File: config.mk
export PLATFORM = sky130hd
export DESIGN_NAME = disrc_top
export DESIGN_NICKNAME = d
export VERILOG_FILES = /design/src/shared/disrc_pkg.sv /design/src/disrc_top.sv /design/src/disrc_pin_sources.sv
export SDC_FILE = /design/constraint.sdc
export NUM_CORES = 1
export LEC_CHECK = 0
export ABC_AREA = 0
export BUFFER_PORTS_ARGS = -buffer_cell sky130_fd_sc_hd__buf_2
export CORE_ASPECT_RATIO = 0.5
export CORE_MARGIN = 5
export CORE_UTILIZATION = 30
export CTS_BUF_LIST = sky130_fd_sc_hd__clkbuf_8 sky130_fd_sc_hd__clkbuf_16
export DETAILED_ROUTE_END_ITERATION = 8
export PLACE_DENSITY = 0.53
export SLEW_MARGIN = 15
export SYNTH_ARGS = -nofsm -noshare
export SYNTH_HDL_FRONTEND = slang
export SYNTH_SLANG_ARGS = --single-unit
File: constraint.sdc
create_clock -name clk_sys -period 1.33 [get_ports clk_sys]
set_input_delay 0.1995 -clock clk_sys [delete_from_list [all_inputs] [get_ports clk_sys]]
set_output_delay 0.1995 -clock clk_sys [all_outputs]
set_load 0.01 [all_outputs]
File: src/shared/disrc_pkg.sv
package disrc_pkg;

    // Data and field widths
    localparam int REG_W   = 8;
    localparam int EVT_W   = 6;
    localparam int DIR_W   = 6;
    localparam int CLR_W   = 4;
    localparam int PIN_CNT = 2;

    // Register offsets of this block
    localparam logic [7:0] ADDR_PIN1_STATUS   = 8'h36;
    localparam logic [7:0] ADDR_PIN1_EVENTS   = 8'h37;
    localparam logic [7:0] ADDR_PIN1_DIR      = 8'h38;
    localparam logic [7:0] ADDR_PIN1_RELEASE  = 8'h39;
    localparam logic [7:0] ADDR_PIN2_STATUS   = 8'h3A;
    localparam logic [7:0] ADDR_PIN2_EVENTS   = 8'h3B;
    localparam logic [7:0] ADDR_PIN2_DIR      = 8'h3C;
    localparam logic [7:0] ADDR_PIN2_RELEASE  = 8'h3D;

    // Neighbouring registers whose access clears flags here
    localparam logic [7:0] ADDR_RATE_X_LOW    = 8'h00;
    localparam logic [7:0] ADDR_ACCEL_X_LOW   = 8'h06;
    localparam logic [7:0] ADDR_FIRST_OUT1    = 8'h0E;
    localparam logic [7:0] ADDR_SECOND_OUT1   = 8'h14;
    localparam logic [7:0] ADDR_AUX_STATUS    = 8'h22;
    localparam logic [7:0] ADDR_TEMP_LOW      = 8'h2E;

    // Status register fields
    localparam int STAT_IRQ_BIT        = 7;
    localparam int STAT_POR_BIT        = 6;
    localparam int STAT_SECOND_ACT_BIT = 5;
    localparam int STAT_FIRST_ACT_BIT  = 4;
    localparam int STAT_AUX_ERR_BIT    = 3;
    localparam int STAT_WAKE_BIT       = 2;
    localparam int STAT_RUN_BIT        = 1;
    localparam int STAT_START_BIT      = 0;

    // First source register fields
    localparam int SRC_BUF_FULL_BIT    = 7;
    localparam int SRC_WATERMARK_BIT   = 6;
    localparam int SRC_WAKE_BIT        = 5;
    localparam int SRC_SLEEP_BIT       = 4;
    localparam int SRC_SECOND_RDY_BIT  = 3;
    localparam int SRC_FIRST_RDY_BIT   = 2;
    localparam int SRC_ACC_RDY_BIT     = 1;
    localparam int SRC_RATE_RDY_BIT    = 0;

    // Reset and fixed read values
    localparam logic [7:0] STATUS_RESET   = 8'h44;
    localparam logic [7:0] SOURCE_RESET   = 8'h00;
    localparam logic [5:0] DIR_RESET      = 6'h00;
    localparam logic [7:0] RELEASE_VALUE  = 8'h00;
    localparam logic [7:0] UNMAPPED_VALUE = 8'h00;
    localparam logic [1:0] DIR_PAD        = 2'h0;

endpackage

File: src/disrc_top.sv
`timescale 1ns/10ps
`default_nettype none

module disrc_top (
    input  wire logic                      clk_sys,
    input  wire logic                      rst,
    // Host register port
    input  wire logic                      reg_rd_en,
    input  wire logic                      reg_wr_en,
    input  wire logic [7:0]                reg_addr,
    output logic      [disrc_pkg::REG_W-1:0] reg_rd_data,
    output logic                           reg_rd_hit,
    // Device state
    input  wire logic                      second_sensor_active,
    input  wire logic                      first_sensor_active,
    input  wire logic                      aux_nack,
    input  wire logic                      wake_state,
    input  wire logic                      gyro_enabled,
    input  wire logic                      gyro_loop_locked,
    input  wire logic                      accel_enabled,
    // Source events
    input  wire logic                      buffer_full,
    input  wire logic                      buffer_watermark,
    input  wire logic                      motion_wake_event,
    input  wire logic                      return_sleep_event,
    input  wire logic                      second_sensor_new,
    input  wire logic                      first_sensor_new,
    input  wire logic                      accel_data_new,
    input  wire logic                      temp_data_new,
    input  wire logic                      rate_data_new,
    input  wire logic [disrc_pkg::DIR_W-1:0] wake_direction,
    // Routing and masking per pin
    input  wire logic [disrc_pkg::REG_W-1:0] pin1_route_mask,
    input  wire logic [disrc_pkg::DIR_W-1:0] pin1_dir_mask,
    input  wire logic [disrc_pkg::REG_W-1:0] pin2_route_mask,
    input  wire logic [disrc_pkg::DIR_W-1:0] pin2_dir_mask,
    // Interrupt pins
    output logic                           pin1_irq_or,
    output logic                           pin2_irq_or
);

    localparam int N = disrc_pkg::PIN_CNT;

    // Per-pin arrays, index 0 is the first pin
    logic [disrc_pkg::REG_W-1:0] route_mask [N];
    logic [disrc_pkg::DIR_W-1:0] dir_mask   [N];
    logic [disrc_pkg::REG_W-1:0] events_q   [N];
    logic [disrc_pkg::DIR_W-1:0] dir_q      [N];
    logic [N-1:0]                irq_or_q;
    logic [N-1:0]                latch_read;
    logic [N-1:0]                status_read;
    logic [N-1:0]                por_q;

    // Shared status state
    logic                        aux_err_q;
    logic                        second_act_q;
    logic                        first_act_q;
    logic                        wake_q;
    logic                        run_q;
    logic                        start_q;

    // Decoded accesses and derived events
    logic                        aux_status_write;
    logic                        rd_rate_low;
    logic                        rd_accel_low;
    logic                        rd_temp_low;
    logic                        rd_first_out1;
    logic                        rd_second_out1;
    logic                        acc_ready_set;
    logic                        acc_ready_clr;
    logic [disrc_pkg::EVT_W-1:0] event_set;
    logic [disrc_pkg::CLR_W-1:0] ready_clr;
    logic [disrc_pkg::REG_W-1:0] status_val [N];
    logic [disrc_pkg::REG_W-1:0] rd_data_d;
    logic                        rd_hit_d;

    assign route_mask[0] = pin1_route_mask;
    assign route_mask[1] = pin2_route_mask;
    assign dir_mask[0]   = pin1_dir_mask;
    assign dir_mask[1]   = pin2_dir_mask;

    // Release and status read strobes, one set per pin
    assign latch_read[0]  = reg_rd_en &
                            (reg_addr == disrc_pkg::ADDR_PIN1_RELEASE);
    assign latch_read[1]  = reg_rd_en &
                            (reg_addr == disrc_pkg::ADDR_PIN2_RELEASE);
    assign status_read[0] = reg_rd_en &
                            (reg_addr == disrc_pkg::ADDR_PIN1_STATUS);
    assign status_read[1] = reg_rd_en &
                            (reg_addr == disrc_pkg::ADDR_PIN2_STATUS);

    // Reads of output bytes elsewhere in the map that clear ready flags, and the aux status write that clears aux error
    assign rd_rate_low    = reg_rd_en &
                            (reg_addr == disrc_pkg::ADDR_RATE_X_LOW);
    assign rd_accel_low   = reg_rd_en &
                            (reg_addr == disrc_pkg::ADDR_ACCEL_X_LOW);
    assign rd_temp_low    = reg_rd_en &
                            (reg_addr == disrc_pkg::ADDR_TEMP_LOW);
    assign rd_first_out1  = reg_rd_en &
                            (reg_addr == disrc_pkg::ADDR_FIRST_OUT1);
    assign rd_second_out1 = reg_rd_en &
                            (reg_addr == disrc_pkg::ADDR_SECOND_OUT1);
    assign aux_status_write = reg_wr_en &
                              (reg_addr == disrc_pkg::ADDR_AUX_STATUS);

    // Temperature shares the accel ready bit; it only speaks alone
    // while the accelerometer is off, otherwise it rides with accel data
    assign acc_ready_set = accel_enabled ? accel_data_new
                                         : temp_data_new;
    assign acc_ready_clr = rd_accel_low |
                           (~accel_enabled & rd_temp_low);

    // Set pulses in first-source bit order, bits 5 down to 0
    assign event_set = {motion_wake_event,
                        return_sleep_event,
                        second_sensor_new,
                        first_sensor_new,
                        acc_ready_set,
                        rate_data_new};

    // Per-bit clears for the four data-ready flags
    assign ready_clr = {rd_second_out1,
                        rd_first_out1,
                        acc_ready_clr,
                        rd_rate_low};

    // One source block per pin; each has its own release read
    genvar p;
    generate
        for (p = 0; p < N; p = p + 1) begin : g_pin
            disrc_pin_sources u_src (
                .clk_sys    (clk_sys),
                .rst        (rst),
                .buf_full   (buffer_full),
                .watermark  (buffer_watermark),
                .event_set  (event_set),
                .ready_clr  (ready_clr),
                .dir_set    (wake_direction),
                .latch_read (latch_read[p]),
                .route_mask (route_mask[p]),
                .dir_mask   (dir_mask[p]),
                .events_q   (events_q[p]),
                .dir_q      (dir_q[p]),
                .irq_or_q   (irq_or_q[p])
            );
        end
    endgenerate

    // Pins come straight from the source blocks' registered OR
    assign pin1_irq_or = irq_or_q[0];
    assign pin2_irq_or = irq_or_q[1];

    // Reset indicator: loads as 1 with the reset value, each status
    // register loses its own copy when it is read
    always_ff @(posedge clk_sys) begin
        if (rst) begin
            por_q <= {N{disrc_pkg::STATUS_RESET[disrc_pkg::STAT_POR_BIT]}};
        end else begin
            por_q <= por_q & ~status_read;
        end
    end

    // Aux error is sticky; a new missing ack beats the clearing write
    always_ff @(posedge clk_sys) begin
        if (rst) begin
            aux_err_q <= disrc_pkg::STATUS_RESET[disrc_pkg::STAT_AUX_ERR_BIT];
        end else begin
            aux_err_q <= aux_nack | (aux_err_q & ~aux_status_write);
        end
    end

    // Live state fields sampled each cycle; start shows only while the
    // gyro is on and has not locked, so a stuck start flags a fault
    always_ff @(posedge clk_sys) begin
        if (rst) begin
            second_act_q <=
                disrc_pkg::STATUS_RESET[disrc_pkg::STAT_SECOND_ACT_BIT];
            first_act_q  <=
                disrc_pkg::STATUS_RESET[disrc_pkg::STAT_FIRST_ACT_BIT];
            wake_q       <= disrc_pkg::STATUS_RESET[disrc_pkg::STAT_WAKE_BIT];
            run_q        <= disrc_pkg::STATUS_RESET[disrc_pkg::STAT_RUN_BIT];
            start_q      <= disrc_pkg::STATUS_RESET[disrc_pkg::STAT_START_BIT];
        end else begin
            second_act_q <= second_sensor_active;
            first_act_q  <= first_sensor_active;
            wake_q       <= wake_state;
            run_q        <= gyro_enabled & gyro_loop_locked;
            start_q      <= gyro_enabled & ~gyro_loop_locked;
        end
    end

    // Status images; only the OR and reset bits differ between pins
    generate
        for (p = 0; p < N; p = p + 1) begin : g_stat
            always_comb begin
                status_val[p] = disrc_pkg::UNMAPPED_VALUE;
                status_val[p][disrc_pkg::STAT_IRQ_BIT]   = irq_or_q[p];
                status_val[p][disrc_pkg::STAT_POR_BIT]   = por_q[p];
                status_val[p][disrc_pkg::STAT_SECOND_ACT_BIT] = second_act_q;
                status_val[p][disrc_pkg::STAT_FIRST_ACT_BIT]  = first_act_q;
                status_val[p][disrc_pkg::STAT_AUX_ERR_BIT] = aux_err_q;
                status_val[p][disrc_pkg::STAT_WAKE_BIT]  = wake_q;
                status_val[p][disrc_pkg::STAT_RUN_BIT]   = run_q;
                status_val[p][disrc_pkg::STAT_START_BIT] = start_q;
            end
        end
    endgenerate

    // Read mux; the value returned is the one before any clear-on-read
    always_comb begin
        rd_data_d = disrc_pkg::UNMAPPED_VALUE;
        rd_hit_d  = reg_rd_en;
        case (reg_addr)
            disrc_pkg::ADDR_PIN1_STATUS:  rd_data_d = status_val[0];
            disrc_pkg::ADDR_PIN1_EVENTS:  rd_data_d = events_q[0];
            disrc_pkg::ADDR_PIN1_DIR:
                rd_data_d = {disrc_pkg::DIR_PAD, dir_q[0]};
            disrc_pkg::ADDR_PIN1_RELEASE:
                rd_data_d = disrc_pkg::RELEASE_VALUE;
            disrc_pkg::ADDR_PIN2_STATUS:  rd_data_d = status_val[1];
            disrc_pkg::ADDR_PIN2_EVENTS:  rd_data_d = events_q[1];
            disrc_pkg::ADDR_PIN2_DIR:
                rd_data_d = {disrc_pkg::DIR_PAD, dir_q[1]};
            disrc_pkg::ADDR_PIN2_RELEASE:
                rd_data_d = disrc_pkg::RELEASE_VALUE;
            default: begin
                // Other addresses belong to other blocks of the device
                rd_data_d = disrc_pkg::UNMAPPED_VALUE;
                rd_hit_d  = 1'b0;
            end
        endcase
    end

    // Registered read answer, one cycle after the strobe
    always_ff @(posedge clk_sys) begin
        if (rst) begin
            reg_rd_data <= disrc_pkg::UNMAPPED_VALUE;
            reg_rd_hit  <= 1'b0;
        end else begin
            reg_rd_data <= rd_data_d;
            reg_rd_hit  <= rd_hit_d;
        end
    end

endmodule // disrc_top

`default_nettype wire

File: src/disrc_pin_sources.sv
`timescale 1ns/10ps
`default_nettype none

module disrc_pin_sources (
    input  wire logic                     clk_sys,
    input  wire logic                     rst,
    input  wire logic                     buf_full,
    input  wire logic                     watermark,
    input  wire logic [disrc_pkg::EVT_W-1:0] event_set,
    input  wire logic [disrc_pkg::CLR_W-1:0] ready_clr,
    input  wire logic [disrc_pkg::DIR_W-1:0] dir_set,
    input  wire logic                     latch_read,
    input  wire logic [disrc_pkg::REG_W-1:0] route_mask,
    input  wire logic [disrc_pkg::DIR_W-1:0] dir_mask,
    output logic      [disrc_pkg::REG_W-1:0] events_q,
    output logic      [disrc_pkg::DIR_W-1:0] dir_q,
    output logic                          irq_or_q
);

    logic [disrc_pkg::REG_W-1:0] events_d;
    logic [disrc_pkg::DIR_W-1:0] dir_d;
    logic [disrc_pkg::EVT_W-1:0] clr_all;
    logic                        full_prev_q;
    logic                        mark_prev_q;

    // Buffer levels delayed one cycle for edge detection
    always_ff @(posedge clk_sys) begin
        if (rst) begin
            full_prev_q <= 1'b0;
            mark_prev_q <= 1'b0;
        end else begin
            full_prev_q <= buf_full;
            mark_prev_q <= watermark;
        end
    end

    // Only data-ready bits have a per-bit clear; event bits wait for release
    assign clr_all = {2'b00, ready_clr};

    // Level flags: dropped when the condition ends or on release; a new
    // rising edge in the release cycle keeps the flag, so it is not lost
    assign events_d[disrc_pkg::SRC_BUF_FULL_BIT] = buf_full &
        ((events_q[disrc_pkg::SRC_BUF_FULL_BIT] & ~latch_read) |
         ~full_prev_q);
    assign events_d[disrc_pkg::SRC_WATERMARK_BIT] = watermark &
        ((events_q[disrc_pkg::SRC_WATERMARK_BIT] & ~latch_read) |
         ~mark_prev_q);

    // Sticky event flags; set wins over any clear in the same cycle
    genvar i;
    generate
        for (i = 0; i < disrc_pkg::EVT_W; i = i + 1) begin : g_evt
            assign events_d[i] = event_set[i] |
                (events_q[i] & ~latch_read & ~clr_all[i]);
        end
        for (i = 0; i < disrc_pkg::DIR_W; i = i + 1) begin : g_dir
            assign dir_d[i] = dir_set[i] | (dir_q[i] & ~latch_read);
        end
    endgenerate

    // Source registers, both cleared by this pin's release read
    always_ff @(posedge clk_sys) begin
        if (rst) begin
            events_q <= disrc_pkg::SOURCE_RESET;
            dir_q    <= disrc_pkg::DIR_RESET;
        end else begin
            events_q <= events_d;
            dir_q    <= dir_d;
        end
    end

    // Pin follows the next source values so it rises with the flag itself
    always_ff @(posedge clk_sys) begin
        if (rst) begin
            irq_or_q <= 1'b0;
        end else begin
            irq_or_q <= (|(events_d & route_mask)) |
                        (|(dir_d & dir_mask));
        end
    end

endmodule // disrc_pin_sources

`default_nettype wire

After elaboration in Yosys (flattened, before gate mapping)
Cells that the tools add are included.
Word-level totals
  bits of input ports: 62
  output and inout bits: 11
  register bits after elaboration: 49
  ROM bits: 0
  memories kept: 0
  word-level logic and storage cells: 143
  latch bits: 0
  bits in writable memories: 0
Operators by class
  multiplexer cells: 2
  multiply operators: 0
  div/mod/pow operators: 0
  equality and inequality tests: 13
  shift operators: 0
  bitwise operators: 104
  add/sub/neg operators: 0
  reduce and logical (&&, ||, !) cells: 7
  order comparisons: 0
Operators with widths (count)
  $eq A8 B6 Y1 const B: 10
  $and A1 B1 Y1: 54
  $pmux W8 S6: 1
  $or A1 B1 Y1: 32
  $reduce_or A8 Y1: 3
  $and A8 B8 Y8: 2
  $and A6 B6 Y6: 2
  $not A1 Y1: 12
  $reduce_or A6 Y1: 2
  $eq A8 B3 Y1 const B: 1
  $eq A8 B4 Y1 const B: 1
  $eq A8 B5 Y1 const B: 1
  $logic_not A8 Y1: 1
  $and A2 B2 Y2: 1
  $not A2 Y2: 1
  $reduce_or A2 Y1: 1
  $mux W1: 1

Longest topological paths before layout
Gate-level depths: netlist of the first run.
  depth in word-level cells: 10
  mapped depth: 8
  mapped depth without buffers: 5

Modules after synthesis
Synthesis of the first run repeated with hierarchy kept, for this count alone.
Second synthesis, totals
  cells, all modules: 276
  area total of the unflattened synthesis: 2432.3 um^2
By module, submodules not included
  disrc_pin_sources: cells each 80, seq. area each 340.3 um^2, instances 2, area an instance 708.2 um^2
  disrc_top: cells each 116, seq. area each 340.3 um^2, instances 1, area an instance 1016.0 um^2

Worst setup path before layout of the first run
Ideal clock, no wire load.
  path type: input to register
  start point: in reg_addr[6]
  end point: reg g_pin[1].u_src.irq_or_q
  stages on the path: 6
  setup time: 133 ps
  setup slack: -43 ps
  buffers on the path: 1
  arrival time: 1241 ps
  required time: 1197 ps
  cell sequence: and4bb_4 > buf_6 > nand4_4 > and3_1 > a211oi_2 > a31oi_1
On the way
  cells in the longest elaborated chain, start to end: 10
  elaborated cells on any way between the ends: 58
  those cells by class: eq/ne: 5; bitwise: 50; reduce/logical: 3
Ends and longest elaborated chain
  start: declaration: RTL line disrc_top.sv:10  | input wire logic [7:0] reg_addr,
  $eq A8 B6 Y1: RTL line disrc_top.sv:98  | (reg_addr == disrc_pkg::ADDR_TEMP_LOW);
  $and A1 B1 Y1: RTL line disrc_top.sv:97  | assign rd_temp_low = reg_rd_en &
  $and A1 B1 Y1: RTL line disrc_top.sv:111  | (~accel_enabled & rd_temp_low);
  $or A1 B1 Y1: RTL line disrc_top.sv:110  | assign acc_ready_clr = rd_accel_low |
  $not A1 Y1: RTL line disrc_pin_sources.sv:54  | (events_q[i] & ~latch_read & ~clr_all[i]);
  $and A1 B1 Y1: RTL line disrc_pin_sources.sv:54
  $or A1 B1 Y1: RTL line disrc_pin_sources.sv:53  | assign events_d[i] = event_set[i] |
  $and A8 B8 Y8: RTL line disrc_pin_sources.sv:77  | irq_or_q <= (|(events_d & route_mask)) |
  $reduce_or A8 Y1: RTL line disrc_pin_sources.sv:77
  $or A1 B1 Y1 *: RTL line disrc_pin_sources.sv:77
  end signal: assignment: RTL line disrc_pin_sources.sv:77
  end: declaration: RTL line disrc_pin_sources.sv:17  | output logic irq_or_q
Mark *: on every way between the ends. The rest lies on a longest branch, timed or not.
A chain may end at the register's enable or synchronous reset.

Final worst setup path of the first run
  start point: in reg_addr[0]
  end point: reg g_pin[0].u_src.irq_or_q
On the way
  cells in the longest elaborated chain, start to end: 10
  elaborated cells on any way between the ends: 58
  those cells by class: eq/ne: 5; bitwise: 50; reduce/logical: 3
Ends and longest elaborated chain (RTL line)
  $eq A8 B6 Y1: disrc_top.sv:98
  $and A1 B1 Y1: disrc_top.sv:97
  $and A1 B1 Y1: disrc_top.sv:111
  $or A1 B1 Y1: disrc_top.sv:110
  $not A1 Y1: disrc_pin_sources.sv:54
  $and A1 B1 Y1: disrc_pin_sources.sv:54
  $or A1 B1 Y1: disrc_pin_sources.sv:53
  $and A8 B8 Y8: disrc_pin_sources.sv:77
  $reduce_or A8 Y1: disrc_pin_sources.sv:77
  $or A1 B1 Y1 *: disrc_pin_sources.sv:77
  end signal: assignment: disrc_pin_sources.sv:77
  end: declaration: disrc_pin_sources.sv:17
Marked as above.

==> results.sh, run 1 <==
export IMPL_status="finished clean"
export IMPL_ios=73
export IMPL_dieArea_mm2=0.00946
export IMPL_min_to="start_q"
export IMPL_drt_iter0_drc=232
export IMPL_seqCellArea_um2=985
export IMPL_grt_use_total_pct=17.7
export IMPL_syn_inst=265
export IMPL_final_cell_mix="buf_2 (68), buf_4 (56), dfxtp_1 (46)"
export IMPL_crit_type="in2reg"
export IMPL_multi_input_area_mm2=0.00131
export IMPL_areaGrowthSynthToFinish_pct=50.7
export IMPL_cts_made_buffers=5
export IMPL_syn_num_nets=327
export IMPL_internal_power_mw=2.51
export IMPL_port_buffers=72
export IMPL_powerDensity_mw_per_mm2=1000
export IMPL_sw_frac_of_total_pct=26.5
export IMPL_core_area_mm2=0.00732
export IMPL_crit_family="compound AO/OA/AOI/OAI gates"
export IMPL_r2r_cells=5
export IMPL_synth_top_family_by_area="compound AO/OA/AOI/OAI gates"
export IMPL_yosys_warnings=0
export IMPL_tritoncts="done"
export IMPL_grt_max_degree=24
export IMPL_fp_dieH_um=71.3
export IMPL_synthArstFlopShare_pct=0
export IMPL_power_mw=3.42
export IMPL_synth_edf_count=0
export IMPL_min_path_cells=2
export IMPL_start_kind="input port"
export IMPL_drive_gt1_share_pct=43.2
export IMPL_totalWireLength_um=8540
export IMPL_skew_ps=5.26
export IMPL_drv_slew=0
export IMPL_slew_headroom_pct=66.7
export IMPL_setup_viol=0
export IMPL_cts_root_buf="clkbuf_16"
export IMPL_fillers=754
export IMPL_avgSynthCellArea_um2=8.52
export IMPL_antenna_left=0
export IMPL_num_rows=22
export IMPL_gp_congestion=0.933
export IMPL_via_per_inst=5.29
export IMPL_avgRoutedWirePerCell_um=17.6
export IMPL_clk_insertion_delay_late_ps=290
export IMPL_hold_violations=0
export IMPL_critPathBufInv=1
export IMPL_clkPwrFrac_pct=36.7
export IMPL_grt_pass1_vias=2489
export IMPL_period_needed_ps=1330
export IMPL_min_from="gyro_loop_locked"
export IMPL_fin_nets=450
export IMPL_synth_compound_area_share_pct=26.6
export IMPL_mostFrequentLayoutCell="buf_2"
export IMPL_drv_cap=0
export IMPL_end_kind="flop"
export IMPL_synth_ff_type="dfxtp_1"
export IMPL_rr_endpoint="g_pin[0].u_src.irq_or_q"
export IMPL_timing_final_crit_share_pct=99.8
export IMPL_synth_area_mm2=0.00226
export IMPL_startpoint="reg_addr[0]"
export IMPL_ir_worst_vdd_mv=0.439
export IMPL_hold_class="in2reg"
export IMPL_antenna_found_initial=0
export IMPL_start_util_pct=30.8
export IMPL_rsz0062_at_grt="true"
export IMPL_slowest_delay_ps=300
export IMPL_clk_pin_slew_ps=70
export IMPL_synth_seq_cells=49
export IMPL_ctsHoldBuffers=0
export IMPL_synth_area_mux_share_pct=0.499
export IMPL_rrSetupSlack_ps=40
export IMPL_num_vias=2567
export IMPL_cts_htree_levels=2
export IMPL_p_leak_nw=1.49
export IMPL_power_frac_seq_pct=47.4
export IMPL_max_freq_ghz=0.753
export IMPL_p_comb_share_pct=15.9
export IMPL_clock_sinks=49
export IMPL_tightest_slew_ps=497
export IMPL_switchingPower_uw=905
export IMPL_fp_dieW_um=133
export IMPL_critPathArrivalTime_ps=1490
export IMPL_crit_path_max_fanout=5
export IMPL_synth_xor_area_share_pct=0.388
export IMPL_r2r_start="g_pin[0].u_src.dir_q[0]"
export IMPL_tns_ps=0
export IMPL_grt_pass1_wl_um=13100
export IMPL_synth_simple_area_share_pct=24.0
export IMPL_clock_path_buffers=2
export IMPL_critPathSlowestCell="a31oi_1"
export IMPL_synthAdderAreaFrac_pct=0
export IMPL_synth_cell_type_count=48
export IMPL_drc=0
export IMPL_worstPathRequired_ps=1500
export IMPL_grt_remaining_overflow=0
export IMPL_ys_seq_area_share_pct=43.5
export IMPL_diodes=0
export IMPL_dp_hpwl_um=6740
export IMPL_crit_path_cell_trace="buf_6 -> and4b_1 -> nand4b_1 -> a31oi_1 -> o2111a_1 -> a41oi_2"
export IMPL_firstDrtPassIters=5
-- Yosys cell counts, drive strengths merged, types with 5 or more instances --
library cell,number,share of area [%]
dfxtp,49,43
nor2,42,7.0
a21oi,24,5.5
nand2,23,3.9
a22oi,16,5.3
a31oi,16,4.4
buf,9,3.2
nand3,9,2.2
o21ai,8,1.8
inv,7,1.2
a221oi,6,2.3
nor2b,6,1.7
nand4,5,2.1
-- cell type report --
type	instances	area share, %
clock buffers	5	3.68
inverters	7	0.773
clock inverters	3	0.405
well taps	96	3.53
multi-input cells	196	38.4
repair buffers	129	24.2
flip-flops and latches	49	29.0
-- stage by stage --
step	instances	worst slack (ps)	instance area, um^2	hold slack (ps)	util [%]
2_1_floorplan	265	-19.0	2280	276	-
3_3_place_gp	475	-393	3080	382	42.1
3_5_place_dp	475	-412	3080	386	42.1
4_1_cts	483	4.44	3240	77.2	44.3
5_1_grt	485	-46.8	3400	76.3	46.4
6_report	485	2.71	3400	84.2	46.4
-- power by group through the flow --
stage | combinational (mW) | clock, mW | sequential, mW
5_1_grt | 0.595 | 1.33 | 1.63
6_report | 0.543 | 1.25 | 1.62
4_1_cts | 0.507 | 1.27 | 1.61
3_5_place_dp | 0.504 | 0 | 1.64
3_3_place_gp | 0.497 | 0 | 1.64
2_1_floorplan | 0.220 | 0 | 1.62
-- metal layers --
metal  up-vias  track usage [%]  part of all wire [%]
met5         -                0                     0
met4         0             4.26                   1.4
met3        14             4.91                   7.2
met1      1234             25.2                    48
met2        98             26.5                    43
li1       1221                -                     -
-- registers in the layout, indices dropped and copies added, names as in the netlist --
name and flops:
g_pin.u_src.full_prev_q 1, second_act_q 1, aux_err_q 1, g_pin.u_src.mark_prev_q 1, reg_rd_hit 1, g_pin.u_src.irq_or_q 2
por_q 2, g_pin.u_src.events_q 16, reg_rd_data 8, wake_q 1, first_act_q 1, run_q 1
g_pin.u_src.dir_q 12, start_q 1
-- logic make-up after synthesis --
logic type                count (synthesis)
and+or+nand+nor                         106
AOI/OAI and AO/OA                        88
DFF                                      49
buffers and inverters                    20
xor gates and xnor gates                  1
muxes                                     1
-- repair_timing --
item,in CTS,in global routing
pin swaps,0,15
endpoints found under the setup margin,3,10
gates resized for setup,4,34
buffers inserted,0,2
cloned,0,0
-- worst max-delay path by stage --
stage / endpoint / slack, ps / cells after the start
floorplan: g_pin[1].u_src.irq_or_q / -20 / 5
global placement: reg_rd_data[0] / -390 / 8
detailed placement: reg_rd_data[2] / -410 / 8
CTS: reg_rd_data[0] / 4 / 6
global route: g_pin[0].u_src.irq_or_q / -50 / 7
finish: g_pin[0].u_src.irq_or_q / 3 / 6
No activity file was read; power rests on OpenSTA's default activity.
==> run 2: changes to the inputs <==
--- a/config.mk
+++ b/config.mk
@@ -10,9 +10,9 @@
 export CORE_ASPECT_RATIO = 0.5
 export CORE_MARGIN = 5
 export CORE_UTILIZATION = 30
-export CTS_BUF_LIST = sky130_fd_sc_hd__clkbuf_8 sky130_fd_sc_hd__clkbuf_16
+export CTS_BUF_LIST = sky130_fd_sc_hd__clkbuf_8
 export DETAILED_ROUTE_END_ITERATION = 8
-export PLACE_DENSITY = 0.53
+export PLACE_DENSITY = 0.51
 export SLEW_MARGIN = 15
 export SYNTH_ARGS = -nofsm -noshare
 export SYNTH_HDL_FRONTEND = slang
==> constraint.sdc (replaced) <==
create_clock -name clk_sys -period 1.3 [get_ports clk_sys]
set_input_delay 0.195 -clock clk_sys [delete_from_list [all_inputs] [get_ports clk_sys]]
set_output_delay 0.195 -clock clk_sys [all_outputs]
set_load 0.01 [all_outputs]
==> run 2 against run 1 <==
Net effect: routed wire length down 5.6%; global-route usage down 0.68 points; largest cell class unchanged; largest power group unchanged; clock skew up 4.0 ps; sequential power about the same.
==> results.sh, run 2 (synthesized netlist as in run 1, its figures left out) <==
export IMPL_fin_ws_ps=39.5
export IMPL_grt_pass1_vias=2381
export IMPL_start_util_pct=30.8
export IMPL_num_rows=22
export IMPL_fp_dieH_um=71.3
export IMPL_via_per_inst=5.10
export IMPL_mostFrequentLayoutCell="buf_2"
export IMPL_grtUsageMet2_pct=25.1
export IMPL_drc=0
export IMPL_rsz0062_at_grt="true"
export IMPL_core_area_mm2=0.00732
export IMPL_timing_final_crit_share_pct=97.0
export IMPL_gp_congestion=0.918
export IMPL_placed_cell_area_mm2=0.00312
export IMPL_antenna_left=0
export IMPL_drv_slew=0
export IMPL_clock_path_buffers=2
export IMPL_grt_pass1_wl_um=12500
export IMPL_largest_register="g_pin.u_src.events_q"
export IMPL_worstPathRequired_ps=1490
export IMPL_grt_util_met1_pct=24.9
export IMPL_dp_hpwl_um=6520
export IMPL_powerDensity_mw_per_mm2=911
export IMPL_critPathArrivalTime_ps=1450
export IMPL_firstDrtPassIters=4
export IMPL_avgRoutedWirePerCell_um=16.6
export IMPL_dieArea_mm2=0.00946
export IMPL_max_freq_ghz=0.793
export IMPL_status="finished clean"
export IMPL_tightest_slew_ps=453
export IMPL_post_place_ws_ps=-358
export IMPL_use_met3_pct=4.98
export IMPL_power_mw=3.04
export IMPL_ir_worst_vdd_mv=0.401
export IMPL_p_leak_nw=1.46
export IMPL_antenna_found_initial=0
export IMPL_period_needed_ps=1260
export IMPL_hold_violations=0
export IMPL_top_usage_layer="met2"
export IMPL_setup_viol=0
export IMPL_end_kind="flop"
export IMPL_totalWireLength_um=8070
export IMPL_clock_sinks=49
export IMPL_fin_area_mm2=0.00334
export IMPL_cts_made_buffers=5
export IMPL_skew_ps=9.27
export IMPL_drive_gt1_share_pct=44.0
export IMPL_largest_register_ffs=16
export IMPL_slew_headroom_pct=69.7
export IMPL_grt_use_total_pct=17.0
export IMPL_cts_root_buf="clkbuf_8"
export IMPL_crit_type="in2reg"
export IMPL_fin_nets=454
export IMPL_cts_htree_levels=2
export IMPL_ios=73
export IMPL_num_vias=2485
export IMPL_crit_path_max_fanout=8
export IMPL_grt_remaining_overflow=0
export IMPL_final_cell_mix="buf_2 (71), buf_4 (58), dfxtp_1 (47)"
export IMPL_clk_pin_slew_ps=90
export IMPL_fp_dieW_um=133
export IMPL_start_kind="input port"
export IMPL_grt_max_degree=33
export IMPL_drv_cap=0
export IMPL_drt_iter0_drc=152
export IMPL_areaGrowthSynthToFinish_pct=48.0
export IMPL_clk_insertion_delay_late_ps=300
export IMPL_tritoncts="done"
export IMPL_final_util_pct=45.6
export IMPL_ctsHoldBuffers=0
export IMPL_diodes=0
export IMPL_port_buffers=72
export IMPL_reg_top3="g_pin.u_src.events_q (16), g_pin.u_src.dir_q (12), reg_rd_data (8)"
export IMPL_hold_class="in2reg"
==> run 2: cell count changes in the layout (fill, tap and decap cells not counted), moves of 2 or more <==
cell,delta
a221oi_2,+5
clkbuf_16,-5
clkbuf_8,+5
a221oi_1,-3
buf_2,+3
a221oi_4,-2
buf_4,+2
buf_8,-2
nand2_2,+2
==> run 2: final cells by class <==
class	count	area, um^2
Tap cell	96	120
Multi-Input combinational cell	196	1290
Timing Repair Buffer	133	845
Sequential cell	49	983
Clock buffer	5	68.8
Clock inverter	1	5.00
Fill cell	756	3980
Inverter	7	26.3
==> run 2: routing by layer <==
| layer | share of wire [%] | routed length (um) | up-vias |
|---|---|---|---|
| met1 | 48 | 3900 | 1176 |
| met4 | 0.61 | 49 | 0 |
| li1 | - | - | 1233 |
| met3 | 8.5 | 684 | 4 |
| met2 | 42 | 3430 | 72 |
| met5 | 0 | 0 | - |
==> run 2: through the flow <==
step,std cells,hold slack [ps],TNS (ps)
floorplan,265,271,-77.7
global placement,478,383,-6330
detailed placement,478,392,-6580
CTS,484,58.9,0
global route,487,62.5,-68.1
finish,487,67.1,0
==> run 2: final timing paths <==
check | to | cells after the start | startpoint | slack (ps)
max | reg_rd_data[0] | 8 | reg_addr[5] | 40
min | start_q | 2 | gyro_loop_locked | 70
max reg2reg | g_pin[1].u_src.irq_or_q | 4 | g_pin[1].u_src.mark_prev_q | 60
min reg2reg | reg_rd_data[1] | 2 | run_q | 450
==> run 2: power breakdown <==
group / switching, mW / internal, mW
registers: 0.0703 / 1.58
logic: 0.259 / 0.283
clock network: 0.497 / 0.355
total: 0.826 / 2.22
==> run 2: worst max-delay path: stages <==
cell and delay [ps]:
buf_2 130, and4bb_4 240, buf_6 140, nand2_2 180
nor2_1 90, a221oi_2 260, buf_4 170, a21oi_1 60
==> run 2: what timing repair did <==
item / in CTS / in global routing
pin swaps: 2 / 8
resized for setup: 5 / 25
buffers inserted: 0 / 3
endpoints found under the setup margin: 4 / 11
==> run 3: changes to the inputs <==
--- a/config.mk
+++ b/config.mk
@@ -12,7 +12,9 @@
 export CORE_UTILIZATION = 30
 export CTS_BUF_LIST = sky130_fd_sc_hd__clkbuf_8
 export DETAILED_ROUTE_END_ITERATION = 8
-export PLACE_DENSITY = 0.51
+export GPL_ROUTABILITY_DRIVEN = 0
+export HOLD_SLACK_MARGIN = 0.02
+export PLACE_DENSITY = 0.64
 export SLEW_MARGIN = 15
 export SYNTH_ARGS = -nofsm -noshare
 export SYNTH_HDL_FRONTEND = slang
==> run 3 against run 2 <==
Net effect: non-clock buffer count down 7; clock skew up 2.6 ps; final cell count down 1.0%; routed wire length down 3.1%; sequential share of layout area up 0.93 points; fmax down 0.55%; count of clock-buffer cells in the layout unchanged; core utilization down 1.4 points; via count down 0.40%; sequential power about the same; cell area down 3.1%; global-route usage down 1.4 points; critical path type unchanged.
==> results.sh, run 3 (synthesized netlist as in run 1, its figures left out) <==
export IMPL_clk_pin_slew_ps=80
export IMPL_port_buffers=72
export IMPL_p_leak_nw=1.43
export IMPL_antenna_left=0
export IMPL_antenna_found_initial=0
export IMPL_dp_hpwl_um=6270
export IMPL_timing_final_crit_share_pct=97.5
export IMPL_clock_sinks=49
export IMPL_period_needed_ps=1270
export IMPL_max_freq_ghz=0.789
export IMPL_crit_path_max_fanout=9
export IMPL_crit_path_cell_trace="buf_2 -> and4bb_4 -> buf_4 -> nand2_2 -> buf_4 -> nor2_1 -> a221oi_2 -> a21oi_1"
export IMPL_tightest_slew_ps=471
export IMPL_diodes=0
export IMPL_num_vias=2475
export IMPL_largest_register="g_pin.u_src.events_q"
export IMPL_reg_top3="g_pin.u_src.events_q (16), g_pin.u_src.dir_q (12), reg_rd_data (8)"
export IMPL_firstDrtPassIters=5
export IMPL_clock_path_buffers=2
export IMPL_grt_max_degree=18
export IMPL_ios=73
export IMPL_cts_made_buffers=5
export IMPL_post_place_ws_ps=-308
export IMPL_critPathBufInv=3
export IMPL_ctsHoldBuffers=0
export IMPL_hold_violations=0
export IMPL_totalWireLength_um=7810
export IMPL_grt_use_total_pct=15.6
export IMPL_ir_worst_vdd_mv=0.418
export IMPL_hold_class="in2reg"
export IMPL_largest_register_ffs=16
export IMPL_slowest_delay_ps=430
export IMPL_drive_gt1_share_pct=40.2
export IMPL_drc=0
export IMPL_final_cell_mix="buf_2 (72), buf_4 (53), dfxtp_1 (47)"
export IMPL_grt_pass1_vias=2318
export IMPL_setup_viol=0
export IMPL_avgRoutedWirePerCell_um=16.2
export IMPL_skew_ps=11.9
export IMPL_rsz0062_at_grt="true"
export IMPL_num_rows=22
export IMPL_power_mw=3.07
export IMPL_cts_htree_levels=2
export IMPL_critPathSlowestCell="and4bb_4"
export IMPL_fillers=746
export IMPL_final_util_pct=44.2
export IMPL_hold_ws_ps=63.7
export IMPL_fp_dieH_um=71.3
export IMPL_fp_dieW_um=133
export IMPL_grt_pass1_wl_um=11800
export IMPL_worstPathRequired_ps=1530
export IMPL_status="finished clean"
export IMPL_fin_ws_ps=32.5
export IMPL_mostFrequentLayoutCell="buf_2"
export IMPL_crit_top_cell="buf_4"
export IMPL_tritoncts="done"
export IMPL_crit_type="in2reg"
export IMPL_fin_nets=447
export IMPL_clk_insertion_delay_late_ps=310
export IMPL_core_area_mm2=0.00732
export IMPL_via_per_inst=5.13
export IMPL_areaGrowthSynthToFinish_pct=43.5
export IMPL_drv_cap=0
export IMPL_crit_family="simple AND/OR/NAND/NOR gates"
export IMPL_rrSetupSlack_ps=50
export IMPL_cts_root_buf="clkbuf_8"
export IMPL_end_kind="flop"
export IMPL_start_util_pct=30.8
export IMPL_start_kind="input port"
export IMPL_slew_headroom_pct=68.4
export IMPL_tns_ps=0
export IMPL_powerDensity_mw_per_mm2=947
export IMPL_drv_slew=0
export IMPL_critPathArrivalTime_ps=1490
export IMPL_grt_remaining_overflow=0
export IMPL_drt_iter0_drc=219
export IMPL_dieArea_mm2=0.00946
==> run 3: final timing paths <==
| kind | start | end | cells past startpoint |
|---|---|---|---|
| worst min register to register | run_q | reg_rd_data[1] | 2 |
| worst max register to register | g_pin[0].u_src.dir_q[2] | g_pin[0].u_src.irq_or_q | 5 |
| worst max-delay path | reg_addr[7] | reg_rd_data[0] | 8 |
| worst min-delay path | gyro_loop_locked | start_q | 2 |
==> run 3: worst register-to-register path, cell delays in order (launching register included) <==
cell and delay, ps:
dfxtp_1 360, a22oi_2 190, nand3_1 120, a31oi_1 180
o2111a_1 190, a41oi_1 100
==> run 3: stage by stage <==
step	instance area [um^2]	std cells
floorplan	2290	265
global placement	3090	474
detailed placement	3090	474
CTS	3170	482
global route	3240	482
finish	3240	482
==> run 3: repair_timing <==
item | in CTS | in global routing
buffers inserted | 0 | 0
setup endpoints to repair | 0 | 8
resized for setup | 0 | 14
==> run 3: report_power, final <==
part | internal [mW] | switching, mW | total [mW]
clock | 0.366 | 0.515 | 0.882
sequential | 1.58 | 0.0705 | 1.65
combinational | 0.275 | 0.259 | 0.535
total | 2.22 | 0.845 | 3.07
==> run 3: cell type report <==
type	count	area [um^2]	area share [%]
multi-input combinational	196	1250	38.5
inverter	7	26.3	0.811
timing repair buffer	126	778	24.0
sequential	49	983	30.4
clock buffer	5	68.8	2.13
tap	96	120	3.71
clock inverter	3	15.0	0.464
==> run 3: layer usage <==
layer  vias up  track usage [%]  part of all wire (%)
met4         0             3.00                  0.68
met1      1158             21.9                    48
met3         9             4.42                   6.8
met5         -                0                     0
li1       1219                -                     -
met2        89             24.3                    44
